==> config.mk <==
export PLATFORM = sky130hd
export DESIGN_NAME = sdram_write_path
export DESIGN_NICKNAME = d
export VERILOG_FILES = /design/src/hw/sdram_write_pkg.sv /design/src/hw/column_stepper.sv /design/src/hw/bank_tracker.sv /design/src/hw/sdram_write_path.sv
export SDC_FILE = /design/constraint.sdc
export NUM_CORES = 1
export LEC_CHECK = 0
export BUFFER_PORTS_ARGS = -buffer_cell sky130_fd_sc_hd__clkbuf_2
export CAP_MARGIN = 20
export CELL_PAD_IN_SITES_DETAIL_PLACEMENT = 0
export CELL_PAD_IN_SITES_GLOBAL_PLACEMENT = 1
export CORE_AREA = 2 2 148 223
export DETAILED_ROUTE_END_ITERATION = 10
export DIE_AREA = 0 0 150 225
export PLACE_DENSITY_LB_ADDON = 0.12
export SLEW_MARGIN = 10
export SYNTH_ARGS = -nofsm -noshare
export SYNTH_HDL_FRONTEND = slang
export SYNTH_SLANG_ARGS = --single-unit
==> constraint.sdc <==
create_clock -name aclk -period 2.4 [get_ports aclk]
set_input_delay 0.36 -clock aclk [delete_from_list [all_inputs] [get_ports aclk]]
set_output_delay 0.36 -clock aclk [all_outputs]
set_load 0.01 [all_outputs]
==> src/hw/sdram_write_pkg.sv <==
// Shared constants and types for the synchronous DRAM write and precharge path.
package sdram_write_pkg;

  ////////////////////////////////////////////////////////////////////////////////
  localparam int DATA_W = 16;
  localparam int COL_W = 9;
  localparam int ROW_W = 13;
  localparam int BANK_W = 2;
  localparam int NUM_BANKS = 4;
  localparam int AXI_ADDR_W = 8;
  localparam int PRECHARGE_ALL_SELECT_BIT = 10;
  localparam int AUTO_PRECHARGE_BIT = 10;

  ////////////////////////////////////////////////////////////////////////////////
  localparam int CLK_PERIOD_NS = 4;
  localparam int WRITE_RECOVERY_TIME_NS = 8;
  localparam int PRECHARGE_PERIOD_NS = 20;
  localparam int MASK_GUARD_PERIOD_NS = 15;
  localparam int WR_RAW = (WRITE_RECOVERY_TIME_NS + CLK_PERIOD_NS - 1) / CLK_PERIOD_NS;
  localparam int RP_RAW = (PRECHARGE_PERIOD_NS + CLK_PERIOD_NS - 1) / CLK_PERIOD_NS;
  localparam logic [3:0] WR_CYCLES = 4'((WR_RAW < 1) ? 1 : WR_RAW);
  localparam logic [3:0] RP_CYCLES = 4'((RP_RAW < 1) ? 1 : RP_RAW);
  localparam logic MASK_GUARD_NEEDED = (CLK_PERIOD_NS < MASK_GUARD_PERIOD_NS);

  ////////////////////////////////////////////////////////////////////////////////
  localparam logic [AXI_ADDR_W-1:0] MODE_CONFIG_OFFSET = 8'h00;
  localparam logic [AXI_ADDR_W-1:0] STATUS_OFFSET = 8'h04;
  localparam logic [AXI_ADDR_W-1:0] ERROR_OFFSET = 8'h08;
  localparam logic [AXI_ADDR_W-1:0] WRITE_COUNT_OFFSET = 8'h0C;
  localparam int BURST_CODE_LSB = 0;
  localparam int WRITE_BURST_MODE_BIT_POS = 9;
  localparam logic [2:0] MODE_BURST_CODE_RESET = 3'h0;
  localparam logic MODE_WRITE_BURST_RESET = 1'b0;
  localparam logic [2:0] BURST_CODE_1 = 3'h0;
  localparam logic [2:0] BURST_CODE_2 = 3'h1;
  localparam logic [2:0] BURST_CODE_4 = 3'h2;
  localparam logic [2:0] BURST_CODE_8 = 3'h3;
  localparam logic [2:0] BURST_CODE_PAGE = 3'h7;
  localparam int ERR_NOT_OPEN = 0;
  localparam int ERR_BANK_BUSY = 1;
  localparam int ERR_RECOVERY = 2;
  localparam int ERR_MASK = 3;
  localparam int ERR_TRUNC_AUTO = 4;
  localparam int ERR_W = 5;
  localparam logic [1:0] RESP_OKAY = 2'h0;
  localparam logic [1:0] RESP_DECERR = 2'h3;

  ////////////////////////////////////////////////////////////////////////////////
  typedef enum logic [2:0] {CMD_NOP, CMD_ACTIVE, CMD_READ, CMD_WRITE, CMD_TERMINATE, CMD_PRECHARGE,
                            CMD_OTHER} cmd_t;
  typedef enum logic [1:0] {BANK_IDLE, BANK_OPEN, BANK_RECOVERY, BANK_PRECHARGING} bank_state_t;

endpackage : sdram_write_pkg

==> src/hw/column_stepper.sv <==
// Next column address of a write burst, wrapping inside the burst or the page.
`timescale 1ns/1ps
`default_nettype none
module column_stepper
  import sdram_write_pkg::*;
(
  input wire logic [COL_W-1:0] col,
  input wire logic [2:0] burst_code,
  input wire logic full_page,
  output logic [COL_W-1:0] next_col
);

  logic [COL_W-1:0] wrap_mask;
  logic [COL_W-1:0] col_inc;

  always_comb begin
    case (burst_code)
      BURST_CODE_2: wrap_mask = 9'h001;
      BURST_CODE_4: wrap_mask = 9'h003;
      BURST_CODE_8: wrap_mask = 9'h007;
      default: wrap_mask = 9'h000;
    endcase
    col_inc = col + 9'h001;
    if (full_page) begin
      next_col = col_inc; // [RL5]
    end else begin
      next_col = (col & ~wrap_mask) | (col_inc & wrap_mask);
    end
  end

endmodule : column_stepper
`default_nettype wire

==> src/hw/bank_tracker.sv <==
// State of one bank: idle, open, waiting for write recovery, or precharging.
`timescale 1ns/1ps
`default_nettype none
module bank_tracker
  import sdram_write_pkg::*;
(
  input wire logic aclk,
  input wire logic aresetn,
  input wire logic activate,
  input wire logic precharge,
  input wire logic auto_precharge,
  input wire logic data_written,
  output bank_state_t state,
  output logic recovered
);

  typedef struct packed {
    bank_state_t state;
    logic [3:0] count;
    logic [3:0] since_write;
  } tracker_t;

  tracker_t s;
  tracker_t next_s;

  assign state = s.state;
  assign recovered = (s.since_write >= WR_CYCLES);

  always_comb begin
    next_s = s;
    if (s.since_write != WR_CYCLES) begin
      next_s.since_write = s.since_write + 4'h1;
    end
    if (data_written) begin
      next_s.since_write = 4'h1;
    end
    case (s.state)
      BANK_IDLE: begin
        if (activate) begin
          next_s.state = BANK_OPEN;
        end
      end
      BANK_OPEN: begin
        if (precharge) begin
          next_s.state = BANK_PRECHARGING;
          next_s.count = RP_CYCLES - 4'h1;
        end else if (auto_precharge) begin
          next_s.state = BANK_RECOVERY; // [RL2]
        end
      end
      BANK_RECOVERY: begin
        if (precharge || (recovered && !data_written)) begin
          next_s.state = BANK_PRECHARGING; // [RL11]
          next_s.count = RP_CYCLES - 4'h1;
        end
      end
      BANK_PRECHARGING: begin
        if (s.count == 4'h0) begin
          next_s.state = BANK_IDLE; // [RL20]
        end else begin
          next_s.count = s.count - 4'h1;
        end
      end
      default: next_s.state = BANK_IDLE;
    endcase
  end

  always_ff @(posedge aclk) begin
    if (!aresetn) begin
      s <= '{state: BANK_IDLE, count: 4'h0, since_write: WR_CYCLES};
    end else begin
      s <= next_s;
    end
  end
endmodule : bank_tracker
`default_nettype wire

==> src/hw/sdram_write_path.sv <==
// Write burst, burst truncation and precharge logic of a four-bank DRAM, with an AXI4-Lite register file.
`timescale 1ns/1ps
`default_nettype none
//
// Behaviour
// RL1 - WRITE carries column, bank and auto-precharge flag.
// RL2 - Auto precharge closes the row after the burst; the code drops the flag for full-page bursts.
// RL3 - First data captured with WRITE, then every edge.
// RL4 - Finished fixed burst ignores further input data.
// RL5 - Full-page burst runs on, column wraps to zero.
// RL6 - New WRITE ends old burst, owns its data.
// RL7 - WRITE accepted on every clock, any bank.
// RL8 - READ ends the burst; its data is ignored.
// RL9 - Controller precharges fixed burst only without auto.
// RL10 - Controller waits write recovery before precharge.
// RL11 - Auto precharge waits at least one recovery clock.
// RL12 - Controller masks data around a truncating precharge.
// RL13 - Controller waits precharge period before next command.
// RL14 - Terminate drops its own data, ends the burst.
// RL15 - Write burst mode bit forces single writes.
// RL16 - Precharge one bank, or all with select high.
// RL17 - Precharged bank is idle until activated again.
// RL18 - Length field governs writes when mode bit clear.
// RL19 - Controller activates a row before READ or WRITE.
// RL20 - Per-bank state tracks recovery and precharge timing.
module sdram_write_path
  import sdram_write_pkg::*;
(
  input wire logic aclk,
  input wire logic aresetn,
  input wire logic [AXI_ADDR_W-1:0] awaddr,
  input wire logic awvalid,
  output logic awready,
  input wire logic [31:0] wdata,
  input wire logic [3:0] wstrb,
  input wire logic wvalid,
  output logic wready,
  output logic [1:0] bresp,
  output logic bvalid,
  input wire logic bready,
  input wire logic [AXI_ADDR_W-1:0] araddr,
  input wire logic arvalid,
  output logic arready,
  output logic [31:0] rdata,
  output logic [1:0] rresp,
  output logic rvalid,
  input wire logic rready,
  input wire logic chip_select_n,
  input wire logic row_strobe_n,
  input wire logic column_strobe_n,
  input wire logic write_enable_n,
  input wire logic bank_select_low,
  input wire logic bank_select_high,
  input wire logic [ROW_W-1:0] addr,
  input wire logic data_mask,
  input wire logic [DATA_W-1:0] write_data_in,
  output logic array_write,
  output logic [BANK_W-1:0] array_bank,
  output logic [ROW_W-1:0] array_row,
  output logic [COL_W-1:0] array_col,
  output logic [DATA_W-1:0] array_data,
  output logic array_mask
);

  typedef struct packed {
    logic burst_active;
    logic [BANK_W-1:0] bank;
    logic [COL_W-1:0] col;
    logic [2:0] remaining;
    logic [2:0] run_code;
    logic full_page;
    logic auto_pre;
    logic [NUM_BANKS-1:0][ROW_W-1:0] rows;
    logic [2:0] burst_code;
    logic write_burst_mode_bit;
    logic [ERR_W-1:0] errors;
    logic [31:0] write_count;
    logic prev_mask;
    logic array_write;
    logic [BANK_W-1:0] array_bank;
    logic [ROW_W-1:0] array_row;
    logic [COL_W-1:0] array_col;
    logic [DATA_W-1:0] array_data;
    logic array_mask;
    logic aw_held;
    logic [AXI_ADDR_W-1:0] aw_addr;
    logic w_held;
    logic [31:0] w_data;
    logic [3:0] w_strb;
    logic bvalid;
    logic [1:0] bresp;
    logic rvalid;
    logic [31:0] rdata;
    logic [1:0] rresp;
  } core_state_t;

  core_state_t s;
  core_state_t next_s;
  cmd_t cmd;
  logic [BANK_W-1:0] cmd_bank;
  logic [COL_W-1:0] cmd_col;
  logic precharge_all_select;
  logic cmd_page;
  logic cmd_single;
  logic [2:0] len_m1;
  logic [COL_W-1:0] cmd_next_col;
  logic [COL_W-1:0] run_next_col;
  bank_state_t bank_state [NUM_BANKS];
  logic [NUM_BANKS-1:0] bank_recovered;
  logic [NUM_BANKS-1:0] activate_v;
  logic [NUM_BANKS-1:0] precharge_v;
  logic [NUM_BANKS-1:0] auto_v;
  logic [NUM_BANKS-1:0] written_v;

  ////////////////////////////////////////////////////////////////////////////////
  // Command decode; the bank bits, column and auto precharge flag come with it.
  assign cmd_bank = {bank_select_high, bank_select_low}; // [RL1]
  assign cmd_col = addr[COL_W-1:0];
  assign precharge_all_select = addr[PRECHARGE_ALL_SELECT_BIT];

  always_comb begin
    case ({chip_select_n, row_strobe_n, column_strobe_n, write_enable_n})
      4'h7: cmd = CMD_NOP;
      4'h3: cmd = CMD_ACTIVE;
      4'h5: cmd = CMD_READ;
      4'h4: cmd = CMD_WRITE;
      4'h6: cmd = CMD_TERMINATE;
      4'h2: cmd = CMD_PRECHARGE;
      default: cmd = chip_select_n ? CMD_NOP : CMD_OTHER;
    endcase
    case (s.burst_code)
      BURST_CODE_2: len_m1 = 3'h1;
      BURST_CODE_4: len_m1 = 3'h3;
      BURST_CODE_8: len_m1 = 3'h7;
      default: len_m1 = 3'h0;
    endcase
  end

  assign cmd_page = (s.burst_code == BURST_CODE_PAGE) && !s.write_burst_mode_bit;
  assign cmd_single = s.write_burst_mode_bit || (!cmd_page && len_m1 == 3'h0); // [RL15] [RL18]

  column_stepper u_cmd_step (
    .col(cmd_col),
    .burst_code(s.burst_code),
    .full_page(cmd_page),
    .next_col(cmd_next_col)
  );

  column_stepper u_run_step (
    .col(s.col),
    .burst_code(s.run_code),
    .full_page(s.full_page),
    .next_col(run_next_col)
  );

  for (genvar b = 0; b < NUM_BANKS; b++) begin : g_bank
    bank_tracker u_bank (
      .aclk(aclk),
      .aresetn(aresetn),
      .activate(activate_v[b]),
      .precharge(precharge_v[b]),
      .auto_precharge(auto_v[b]),
      .data_written(written_v[b]),
      .state(bank_state[b]),
      .recovered(bank_recovered[b])
    );
  end

  ////////////////////////////////////////////////////////////////////////////////
  // Burst engine, bank commands and register file.
  always_comb begin
    logic [NUM_BANKS-1:0] targeted;
    logic [ERR_W-1:0] err_set;
    logic [ERR_W-1:0] err_clr;
    logic do_write;
    logic burst_end;
    logic [BANK_W-1:0] wr_bank;
    logic [COL_W-1:0] wr_col;
    next_s = s;
    targeted = precharge_all_select ? 4'hF : (4'h1 << cmd_bank); // [RL16]
    err_set = '0;
    err_clr = '0;
    do_write = 1'b0;
    wr_bank = s.bank;
    wr_col = s.col;
    activate_v = '0;
    precharge_v = '0;
    auto_v = '0;
    written_v = '0;
    burst_end = (cmd == CMD_WRITE) || (cmd == CMD_READ) || (cmd == CMD_TERMINATE) ||
                ((cmd == CMD_PRECHARGE) && targeted[s.bank]);
    next_s.prev_mask = data_mask;
    next_s.array_write = 1'b0;
    if (s.burst_active && burst_end) begin
      next_s.burst_active = 1'b0; // [RL6] [RL8] [RL14]
      if (s.auto_pre && cmd != CMD_PRECHARGE) begin
        auto_v[s.bank] = 1'b1; // [RL2]
      end
    end
    case (cmd)
      CMD_ACTIVE: begin
        if (bank_state[cmd_bank] == BANK_IDLE) begin
          activate_v[cmd_bank] = 1'b1; // [RL17]
          next_s.rows[cmd_bank] = addr;
        end else begin
          err_set[ERR_BANK_BUSY] = 1'b1; // [RL13]
        end
      end
      CMD_WRITE: begin
        if (bank_state[cmd_bank] == BANK_OPEN) begin
          do_write = 1'b1; // [RL3] [RL7]
          wr_bank = cmd_bank;
          wr_col = cmd_col;
          next_s.bank = cmd_bank;
          next_s.col = cmd_next_col;
          next_s.run_code = s.burst_code;
          next_s.full_page = cmd_page;
          next_s.auto_pre = addr[AUTO_PRECHARGE_BIT] && !cmd_page; // [RL1]
          next_s.burst_active = !cmd_single; // [RL15]
          next_s.remaining = len_m1 - 3'h1;
          if (cmd_single && addr[AUTO_PRECHARGE_BIT]) begin
            auto_v[cmd_bank] = 1'b1; // [RL2]
          end
        end else begin
          err_set[ERR_NOT_OPEN] = 1'b1; // [RL17]
        end
      end
      CMD_READ: begin
        if (bank_state[cmd_bank] != BANK_OPEN) begin
          err_set[ERR_NOT_OPEN] = 1'b1; // [RL17]
        end
      end
      CMD_PRECHARGE: begin
        precharge_v = targeted; // [RL16]
        if (s.burst_active && targeted[s.bank]) begin
          if (s.auto_pre) begin
            err_set[ERR_TRUNC_AUTO] = 1'b1; // [RL9]
          end
          if (MASK_GUARD_NEEDED && !(s.prev_mask && data_mask)) begin
            err_set[ERR_MASK] = 1'b1; // [RL12]
          end
        end
        for (int b = 0; b < NUM_BANKS; b++) begin
          if (targeted[b] && bank_state[b] == BANK_OPEN && !bank_recovered[b]) begin
            err_set[ERR_RECOVERY] = 1'b1; // [RL10]
          end
        end
      end
      default: begin
      end
    endcase
    if (s.burst_active && !burst_end) begin
      do_write = 1'b1; // [RL3]
      next_s.col = run_next_col; // [RL5]
      if (!s.full_page) begin
        if (s.remaining == 3'h0) begin
          next_s.burst_active = 1'b0; // [RL4]
          if (s.auto_pre) begin
            auto_v[s.bank] = 1'b1; // [RL2]
          end
        end else begin
          next_s.remaining = s.remaining - 3'h1;
        end
      end
    end
    if (do_write) begin
      written_v[wr_bank] = 1'b1;
      next_s.array_write = 1'b1;
      next_s.array_bank = wr_bank;
      next_s.array_row = s.rows[wr_bank];
      next_s.array_col = wr_col;
      next_s.array_data = write_data_in;
      next_s.array_mask = data_mask;
      if (!data_mask) begin
        next_s.write_count = s.write_count + 32'h0000_0001;
      end
    end
    // AXI4-Lite write channel: address and data in either order, response after both.
    if (awvalid && !s.aw_held && !s.bvalid) begin
      next_s.aw_held = 1'b1;
      next_s.aw_addr = awaddr;
    end
    if (wvalid && !s.w_held && !s.bvalid) begin
      next_s.w_held = 1'b1;
      next_s.w_data = wdata;
      next_s.w_strb = wstrb;
    end
    if (s.bvalid && bready) begin
      next_s.bvalid = 1'b0;
    end
    if (s.aw_held && s.w_held) begin
      next_s.aw_held = 1'b0;
      next_s.w_held = 1'b0;
      next_s.bvalid = 1'b1;
      next_s.bresp = RESP_OKAY;
      case ({s.aw_addr[AXI_ADDR_W-1:2], 2'h0})
        MODE_CONFIG_OFFSET: begin
          if (s.w_strb[0]) begin
            next_s.burst_code = s.w_data[BURST_CODE_LSB +: 3]; // [RL18]
          end
          if (s.w_strb[1]) begin
            next_s.write_burst_mode_bit = s.w_data[WRITE_BURST_MODE_BIT_POS]; // [RL15]
          end
        end
        ERROR_OFFSET: begin
          if (s.w_strb[0]) begin
            err_clr = s.w_data[ERR_W-1:0];
          end
        end
        STATUS_OFFSET, WRITE_COUNT_OFFSET: begin
        end
        default: next_s.bresp = RESP_DECERR;
      endcase
    end
    next_s.errors = (s.errors & ~err_clr) | err_set;
    // AXI4-Lite read channel.
    if (s.rvalid && rready) begin
      next_s.rvalid = 1'b0;
    end
    if (arvalid && !s.rvalid) begin
      next_s.rvalid = 1'b1;
      next_s.rresp = RESP_OKAY;
      case ({araddr[AXI_ADDR_W-1:2], 2'h0})
        MODE_CONFIG_OFFSET: next_s.rdata = {22'h00_0000, s.write_burst_mode_bit, 6'h00, s.burst_code};
        STATUS_OFFSET: next_s.rdata = {23'h00_0000, s.burst_active, bank_state[3], bank_state[2],
                                       bank_state[1], bank_state[0]};
        ERROR_OFFSET: next_s.rdata = {27'h000_0000, s.errors};
        WRITE_COUNT_OFFSET: next_s.rdata = s.write_count;
        default: begin
          next_s.rdata = 32'h0000_0000;
          next_s.rresp = RESP_DECERR;
        end
      endcase
    end
  end

  always_ff @(posedge aclk) begin
    if (!aresetn) begin
      s <= '0;
      s.burst_code <= MODE_BURST_CODE_RESET;
      s.write_burst_mode_bit <= MODE_WRITE_BURST_RESET;
    end else begin
      s <= next_s;
    end
  end

  ////////////////////////////////////////////////////////////////////////////////
  // Outputs.
  assign awready = !s.aw_held && !s.bvalid;
  assign wready = !s.w_held && !s.bvalid;
  assign bvalid = s.bvalid;
  assign bresp = s.bresp;
  assign arready = !s.rvalid;
  assign rvalid = s.rvalid;
  assign rdata = s.rdata;
  assign rresp = s.rresp;
  assign array_write = s.array_write;
  assign array_bank = s.array_bank;
  assign array_row = s.array_row;
  assign array_col = s.array_col;
  assign array_data = s.array_data;
  assign array_mask = s.array_mask;
endmodule : sdram_write_path
`default_nettype wire

==> impl_metrics.py, run 1 <==
metrics = {
    "status": {
        "outcome": "finished, final reports clean",
    },
    "global_routing": {
        "grt_pass1_vias": 9876,
        "gr-total-overflow": 0,
        "grt_pass1_wl_um": 51740,
        "track_usage_pct": 18.97,
        "antenna_found_initial": 2,
        "grt_max_degree": 54,
    },
    "setup_path": {
        "reg2reg_to": "array_row[11]",
        "ff2ff_path_depth": 8,
        "worstPathMaxFanout": 28,
        "rr_startpoint": "g_bank[2].u_bank.state[0]",
        "arrival_ps": 2750,
        "crit_path_end_kind": "register",
        "critical_path_class": "register to register",
        "worst_setup_path_start_kind": "register",
        "required_ps": 2890,
        "r2r_slack_ps": 140,
    },
    "route": {
        "drc_errors": 0,
        "routedWlPerCell_um": 16.48,
        "drt_pre_antenna_iters": 5,
        "dr_wl_met3_um": 1361,
        "met2_length_um": 16660,
        "wl_met1_um": 13740,
        "antenna_left": 0,
        "wl_um": 32530,
        "drt-vias-per-instance": 5.142,
        "drt_iter0_drc": 388,
        "vias": 10150,
        "top_layer": "met4",
    },
    "min_path": {
        "hold_depth": 3,
        "hold_end": "s[45]",
        "min-delay-start": "wdata[3]",
        "hold_class": "primary input to register",
    },
    "synth": {
        "async_flop_share_pct": 0,
        "syn_avg_cell_area_um2": 8.547,
        "syn_area_mm2": 0.01229,
        "ys_ff_latch": 248,
        "synth_xor_xnor_area_share_pct": 3.634,
        "ys.flop_type": "dfxtp_1",
        "synth.top_cell.area_share_pct": 40.39,
        "syn_inst": 1438,
        "synth_compound_area_share_pct": 14.56,
        "synth-simple-area-share_pct": 20.22,
        "ys_top_cells_by_area": "dfxtp_1 40%, mux2i_1 7.9%, nor2_1 6.9%, buf_4 4.8%, nand2_1 4.4%",
        "ys_seq_area_share_pct": 40.39,
        "synth_adder_area_share_pct": 3.767,
        "syn_nets": 1570,
        "synth-edff-count": 0,
        "yosysTopAreaCell": "dfxtp_1",
        "synth_top_family_by_area": "simple AND/OR/NAND/NOR gates",
        "synth_cell_type_count": 82,
        "synth_warnings": 0,
        "synth_mux_area_share_pct": 8.724,
    },
    "placed_design": {
        "dp_worst_setup_slack_ps": -125.3,
        "hpwl_um": 23190,
        "gp_congestion": 0.8172,
        "port_buffers": 145,
    },
    "die": {
        "core-area_mm2": 0.03163,
        "dieArea_mm2": 0.03375,
        "chipWidth_um": 150,
        "io_pins": 178,
        "start_util_pct": 38.86,
        "rows": 80,
        "die_h_um": 225,
    },
    "power": {
        "leakage_nw": 5.837,
        "peakVddDrop_mv": 0.4793,
        "power_density_mw_per_mm2": 698.5,
    },
    "layout": {
        "drive_gt1_share_pct": 19.63,
        "num_antenna_cells": 0,
        "final_nets": 1678,
        "syn_to_final_growth_pct": 16.74,
    },
    "clock_network": {
        "clockRootBuffer": "clkbuf_16",
        "path_clk_slew_ps": 60,
        "clk_latency_ps": 550,
        "cts_num_sinks": 248,
        "cts_tree": "done",
        "cts_buffers": 27,
        "htreeDepth": 1,
        "clk_path_buf_depth": 3,
    },
    "timing": {
        "slew_violations": 0,
        "layout_worst_path_cycle_share_pct": 94.18,
        "layout_setup_ws_ps": 139.8,
        "tightestPinTransition_ps": 529.4,
        "skew_ps": 13.63,
        "fmax_mhz": 442.4,
        "hold_viol": 0,
        "relSlewSlack_pct": 64.38,
        "rsz0062_at_grt": "false",
        "fin_tns_setup_ps": 0,
        "finalCriticalPeriod_ps": 2260,
        "whs_ps": 32.19,
        "setup_viol": 0,
    },
    "job": {
        "maxCapViolCount": 0,
    },
}
==> where the power goes <==
part / internal [mW] / switching [mW] / leakage [nW]
clock: 2.47 / 1.71 / 0.434
combinational: 0.629 / 0.813 / 3.40
sequential: 4.27 / 0.135 / 2.00
==> through the flow <==
step | utilization [%] | std cells | power [mW] | area [um^2]
after floorplan | - | 1438 | 5.459 | 12290
after global placement | 42.47 | 1925 | 5.912 | 13430
after detailed placement | 42.47 | 1925 | 5.928 | 13430
after CTS | 45.28 | 1973 | 10.17 | 14320
after global routing | 45.36 | 1974 | 10.50 | 14350
final | 45.36 | 1974 | 10.02 | 14350
==> worst max path at each step <==
| stage | cells after the start | end | slack (ps) | from |
|---|---|---|---|---|
| floorplan | 9 | s[158] | 100 | bank_select_low |
| global placement | 9 | s[158] | -110 | bank_select_high |
| detailed placement | 11 | g_bank[2].u_bank.s[7] | -130 | column_strobe_n |
| CTS | 10 | g_bank[2].u_bank.state[0] | 80 | s[225] |
| global route | 8 | s[158] | 9 | g_bank[2].u_bank.state[1] |
| finish | 8 | array_row[11] | 140 | g_bank[2].u_bank.state[0] |
==> cells by family after synthesis <==
kind of cell    after synthesis
buf+inv                     203
compound gates              262
simple gates                534
xor+xnor                     51
flops                       248
mux                         103
fa+ha+maj                    37
==> critical path, stage by stage (launching register included) <==
cell	delay, ps
dfxtp_1	340
buf_4	170
or3b_2	450
a21oi_1	150
o221a_2	260
buf_12	240
mux2i_1	120
a221o_1	350
nor2_1	80
==> layout make-up <==
class	instances	area [um^2]
clock inverters	13	148.9
repair buffers	236	1524
clock buffers	34	732.0
flip-flops and latches	248	4965
multi-input cells	987	6287
well taps	410	513.0
inverters	46	177.7
fillers	3215	17280
==> metal layers <==
metal | track usage, % | vias to the layer above
met4 | 5.539 | 0
met1 | 22.53 | 4812
met5 | 0 | -
li1 | - | 5121
met2 | 34.59 | 169
met3 | 3.279 | 49
==> placed cells by master (no fill, tap or decap), types with 10 or more instances in the layout <==
cell type,instances
a21o_1,10
a21oi_1,85
a221o_1,13
a22oi_1,32
a31oi_1,10
and2_1,11
buf_4,81
clkbuf_16,27
clkbuf_2,145
dfxtp_1,248
ha_1,37
inv_1,45
mux2i_1,97
nand2_1,144
nand3_1,34
nand4_1,12
nor2_1,225
nor2b_1,10
nor3_1,21
nor4_1,10
o21ai_0,31
xnor2_1,24
xor2_1,27
==> registers in the layout, summed over array words and instances (netlist names), 2 cells and up, named ones only <==
signal,flops
s,128
g_bank.u_bank.s,32
rdata,32
array_data,16
array_row,13
array_col,9
g_bank.u_bank.state,8
array_bank,2
==> cell usage after synthesis (27+ instances only) <==
cell      number
dfxtp_1      248
o21ai_0       32
clkbuf_1      65
xor2_1        27
a21oi_1       86
nand2_1      144
nor2_1       225
inv_1         46
ha_1          37
mux2i_1       97
a22oi_1       32
buf_4         78
nand3_1       34
==> timing repair <==
action                                 CTS  global route
setup endpoints to repair                0             6
hold buffers                             1             0
endpoints found under the hold margin    1             0
resized for setup                        0             4
setup buffers                            0             1
(Power assumes the default switching activity.)
==> run 2: changes to the inputs <==
--- a/config.mk
+++ b/config.mk
@@ -13,6 +13,7 @@
 export DETAILED_ROUTE_END_ITERATION = 10
 export DIE_AREA = 0 0 150 225
 export PLACE_DENSITY_LB_ADDON = 0.12
+export RECOVER_POWER = 25
 export SLEW_MARGIN = 10
 export SYNTH_ARGS = -nofsm -noshare
 export SYNTH_HDL_FRONTEND = slang
==> impl_metrics.py, run 2 (same netlist as run 1, synthesis figures left out) <==
metrics = {
    "timing": {
        "hold_viol": 0,
        "rsz0062_at_grt": "false",
        "slew_violations": 41,
        "layout_worst_path_cycle_share_pct": 94.31,
        "tightestPinTransition_ps": 1812,
        "skew_ps": 13.00,
        "relSlewSlack_pct": -20.77,
        "finalCriticalPeriod_ps": 2263,
        "fmax_mhz": 441.8,
        "setup_viol": 0,
        "whs_ps": 33.02,
        "layout_setup_ws_ps": 136.6,
    },
    "layout": {
        "final_core_util_pct": 45.06,
        "syn_to_final_growth_pct": 15.95,
        "multi_input_area_mm2": 0.006287,
        "num_antenna_cells": 0,
        "mostFrequentLayoutCell": "dfxtp_1",
        "seqCellArea_mm2": 0.004965,
        "regMostFlops": "s",
        "largest_reg_flops": 128,
        "instances_no_fill": 1974,
        "final_cell_mix": "248 x dfxtp_1, 225 x nor2_1, 144 x nand2_1, 97 x mux2i_1, 85 x a21oi_1",
        "drive_gt1_share_pct": 15.60,
        "final_nets": 1678,
        "fill_cells": 3249,
    },
    "power": {
        "pwr-share-comb_pct": 14.3,
        "p_sw_share_pct": 26.53,
        "p_total_mw": 10.02,
        "net-switching-power_mw": 2.658,
        "power_density_mw_per_mm2": 703.0,
        "leakage_nw": 5.614,
        "p_clk_share_pct": 41.7,
        "peakVddDrop_mv": 0.4793,
        "seq_power_share_pct": 44.0,
        "p_int_mw": 7.361,
    },
    "global_routing": {
        "grt_pass1_wl_um": 51740,
        "track_usage_pct": 18.97,
        "grt_max_degree": 54,
        "antenna_found_initial": 2,
        "gr-total-overflow": 0,
        "grt_pass1_vias": 9876,
    },
    "die": {
        "start_util_pct": 38.86,
        "core-area_mm2": 0.03163,
        "die_h_um": 225,
        "io_pins": 178,
        "rows": 80,
        "dieArea_mm2": 0.03375,
        "chipWidth_um": 150,
    },
    "route": {
        "antenna_left": 0,
        "wl_um": 32580,
        "vias": 10160,
        "drt-vias-per-instance": 5.147,
        "routedWlPerCell_um": 16.50,
        "drt_iter0_drc": 364,
        "drt_pre_antenna_iters": 5,
        "drc_errors": 0,
    },
    "clock_network": {
        "path_clk_slew_ps": 60,
        "clk_latency_ps": 550,
        "cts_buffers": 27,
        "clockRootBuffer": "clkbuf_16",
        "clk_path_buf_depth": 3,
        "cts_num_sinks": 248,
        "htreeDepth": 1,
        "cts_tree": "done",
    },
    "status": {
        "violations": "max-capacitance violations, max-slew violations",
        "outcome": "finished, violations left",
    },
    "setup_path": {
        "arrival_ps": 2750,
        "required_ps": 2890,
        "critical_path_class": "register to register",
        "crit_path_end_kind": "register",
        "worst_setup_path_start_kind": "register",
        "worstPathMaxFanout": 28,
        "ff2ff_path_depth": 8,
    },
    "placed_design": {
        "dpl.cell_count": 1925,
        "hpwl_um": 23190,
        "gp_congestion": 0.8172,
        "port_buffers": 145,
        "dp_worst_setup_slack_ps": -125.3,
    },
    "min_path": {
        "hold_depth": 3,
        "hold_class": "primary input to register",
    },
    "job": {
        "maxCapViolCount": 1,
    },
}
==> run 2: changes by cell type in the layout (fill, tap and decap cells not counted), sizes merged <==
| cell | before | now |
|---|---|---|
| buf | 90 | 88 |
| clkbuf | 179 | 181 |
==> run 2: routing by layer <==
metal | track usage [%] | routed length [um]
met5 | 0 | 0
met4 | 5.539 | 770
met3 | 3.279 | 1360
met2 | 34.59 | 16670
met1 | 22.53 | 13780
==> run 2: repair_timing <==
| item | 4_1_cts | 5_1_grt |
|---|---|---|
| endpoints found under the hold margin | 1 | 0 |
| setup endpoints to repair | 0 | 6 |
| buffers inserted | 0 | 1 |
| hold buffers | 1 | 0 |
| resized for setup | 0 | 4 |
==> run 2: area by class of cell <==
cell class / instances / area share, %
clock buffers: 34 / 5.136
clock inverters: 13 / 1.045
flip-flops and latches: 248 / 34.84
well taps: 410 / 3.600
repair buffers: 236 / 10.02
inverters: 46 / 1.247
multi-input cells: 987 / 44.12
==> run 2: per-stage QoR <==
stage / instance area [um^2] / TNS [ps]
2_1_floorplan: 12290 / 0
5_1_grt: 14250 / 0
4_1_cts: 14320 / 0
6_report: 14250 / 0
3_3_place_gp: 13430 / -1495
3_5_place_dp: 13430 / -1782
==> run 2: path summary, 6_finish.rpt <==
kind                                           startpoint            end  slack [ps]
worst max-delay path            g_bank[2].u_bank.state[0]  array_row[11]         140
worst min-delay path                             wdata[3]          s[45]          30
worst max register to register  g_bank[2].u_bank.state[0]  array_row[11]         140
worst min register to register              array_data[2]  array_data[2]         450
==> run 2: worst max-delay path, stage by stage, from the launching register on <==
cell and delay, ps:
dfxtp_1 340, buf_4 170, or3b_2 450, a21oi_1 160, o221a_2 270, buf_12 240, mux2i_1 120, a221o_1 350
nor2_1 80
==> run 2: power groups by stage <==
stage | Combinational, mW | Sequential, mW | Clock (mW)
after CTS | 1.45 | 4.40 | 4.32
after global routing | 1.59 | 4.42 | 4.48
after global placement | 1.42 | 4.49 | 0
after floorplan | 0.987 | 4.47 | 0
after detailed placement | 1.44 | 4.49 | 0
final | 1.44 | 4.40 | 4.18
==> run 3: changes to the inputs <==
==> constraint.sdc (replaced) <==
create_clock -name aclk -period 1.8 [get_ports aclk]
set_input_delay 0.27 -clock aclk [delete_from_list [all_inputs] [get_ports aclk]]
set_output_delay 0.27 -clock aclk [all_outputs]
set_load 0.01 [all_outputs]
==> impl_metrics.py, run 3 (same netlist as run 1, synthesis figures left out) <==
metrics = {
    "placed_design": {
        "port_buffers": 145,
        "gp_congestion": 0.8676,
        "hpwl_um": 24840,
    },
    "timing": {
        "rsz0062_at_grt": "true",
        "layout_setup_ws_ps": -351.8,
        "relSlewSlack_pct": 53.75,
        "whs_ps": 22.37,
        "skew_ps": 11.62,
        "tightestPinTransition_ps": 693.7,
        "slew_violations": 0,
        "setup_viol": 114,
        "layout_worst_path_cycle_share_pct": 119.5,
        "hold_viol": 0,
        "finalCriticalPeriod_ps": 2152,
        "fmax_mhz": 464.7,
    },
    "clock_network": {
        "cts_tree": "done",
        "htreeDepth": 1,
        "cts_buffers": 26,
        "clk_latency_ps": 560,
        "path_clk_slew_ps": 60,
        "clockRootBuffer": "clkbuf_16",
        "cts_num_sinks": 248,
        "clk_path_buf_depth": 3,
    },
    "route": {
        "drc_errors": 0,
        "vias": 11120,
        "antenna_left": 0,
        "routedWlPerCell_um": 17.01,
        "drt_iter0_drc": 433,
        "drt-vias-per-instance": 5.163,
        "drt_pre_antenna_iters": 5,
        "wl_um": 36620,
    },
    "layout": {
        "drive_gt1_share_pct": 31.96,
        "regMostFlops": "s",
        "final_cell_mix": "238 x dfxtp_1, 218 x nor2_1, 187 x buf_4, 117 x nand2_1, 113 x clkbuf_2",
        "largest_reg_flops": 128,
        "syn_to_final_growth_pct": 37.37,
        "mostFrequentLayoutCell": "dfxtp_1",
        "num_antenna_cells": 0,
        "final_nets": 1857,
    },
    "global_routing": {
        "grt_max_degree": 60,
        "grt_pass1_vias": 10960,
        "grt_pass1_wl_um": 57250,
        "track_usage_pct": 21.17,
        "antenna_found_initial": 1,
        "gr-total-overflow": 0,
    },
    "power": {
        "p_sw_share_pct": 27.40,
        "peakVddDrop_mv": 0.7575,
        "leakage_nw": 6.934,
        "power_density_mw_per_mm2": 835.5,
        "net-switching-power_mw": 3.866,
        "p_int_mw": 10.24,
        "p_clk_share_pct": 39.3,
        "seq_power_share_pct": 41.5,
        "p_total_mw": 14.11,
        "pwr-share-comb_pct": 19.2,
    },
    "setup_path": {
        "crit_buf_inv": 2,
        "required_ps": 2280,
        "crit_path_end_kind": "register",
        "worstPathMaxFanout": 5,
        "critical_path_class": "register to register",
        "arrival_ps": 2630,
        "crit_family": "compound AO/OA/AOI/OAI gates",
        "critPathMaxStageDelay_ps": 360,
        "crit_slowest_cell": "dfxtp_4",
        "path_cells": "xor2_2, buf_4, o211a_4, nor2_4, nand2_2, buf_6, a31o_1, o32a_1, a21oi_1",
        "worst_setup_path_start_kind": "register",
    },
    "status": {
        "outcome": "finished, violations left",
        "violations": "negative setup slack",
    },
    "die": {
        "start_util_pct": 38.86,
        "die_h_um": 225,
        "core-area_mm2": 0.03163,
        "chipWidth_um": 150,
        "rows": 80,
        "io_pins": 178,
        "dieArea_mm2": 0.03375,
    },
    "job": {
        "maxCapViolCount": 0,
    },
    "min_path": {
        "hold_class": "primary input to register",
    },
}
==> run 3: tightest hold or removal path: stages <==
cell and delay, ps:
clkbuf_2 130, mux2i_1 70, nor2_1 70
==> run 3: path summary, 6_finish.rpt <==
check	endpoint	start	slack (ps)	cells past startpoint
worst max-delay path	g_bank[0].u_bank.state[0]	s[237]	-350	9
worst min-delay path	s[205]	addr[11]	20	3
worst max register to register	g_bank[0].u_bank.state[0]	s[237]	-350	9
worst min register to register	array_data[4]	array_data[4]	450	2
==> run 3: power groups by stage <==
stage	sequential [mW]	clock, mW	combinational [mW]
3_5_place_dp	5.95	0	2.34
5_1_grt	5.88	5.90	2.98
2_1_floorplan	5.97	0	1.38
3_3_place_gp	5.95	0	2.32
4_1_cts	5.84	5.72	2.56
6_report	5.85	5.55	2.70
==> run 3: cell type report <==
type	instances	area (um^2)
clock inverter	12	155.1
clock buffer	34	710.7
fill	3077	14750
timing repair buffer	416	3237
sequential	248	4985
inverter	46	177.7
tap	410	513.0
multi-input combinational	987	7106
==> run 3: per-layer routing <==
| metal | global-route usage (%) | wire length (um) |
|---|---|---|
| met4 | 8.125 | 1248 |
| met5 | 0 | 13 |
| met3 | 2.955 | 1309 |
| met1 | 24.53 | 14860 |
| met2 | 38.89 | 19180 |
==> run 3: what timing repair did <==
action / in CTS / in global routing
endpoints found under the hold margin: 39 / 0
resized for setup: 101 / 134
gates cloned: 5 / 2
setup buffers: 34 / 12
setup endpoints to repair: 129 / 139
pin swaps: 45 / 52
hold buffers: 35 / 0
==> run 3: per-stage QoR <==
| stage | setup WS (ps) | std cells | setup TNS (ps) | utilization (%) | cell area, um^2 |
|---|---|---|---|---|---|
| floorplan | -311.6 | 1438 | -8656 | - | 12430 |
| global placement | -517.5 | 2028 | -44790 | 45.25 | 14310 |
| detailed placement | -571.9 | 2028 | -49280 | 45.25 | 14310 |
| CTS | -349.6 | 2146 | -18510 | 51.56 | 16310 |
| global route | -428.3 | 2153 | -32040 | 53.38 | 16880 |
| finish | -351.8 | 2153 | -21590 | 53.38 | 16880 |
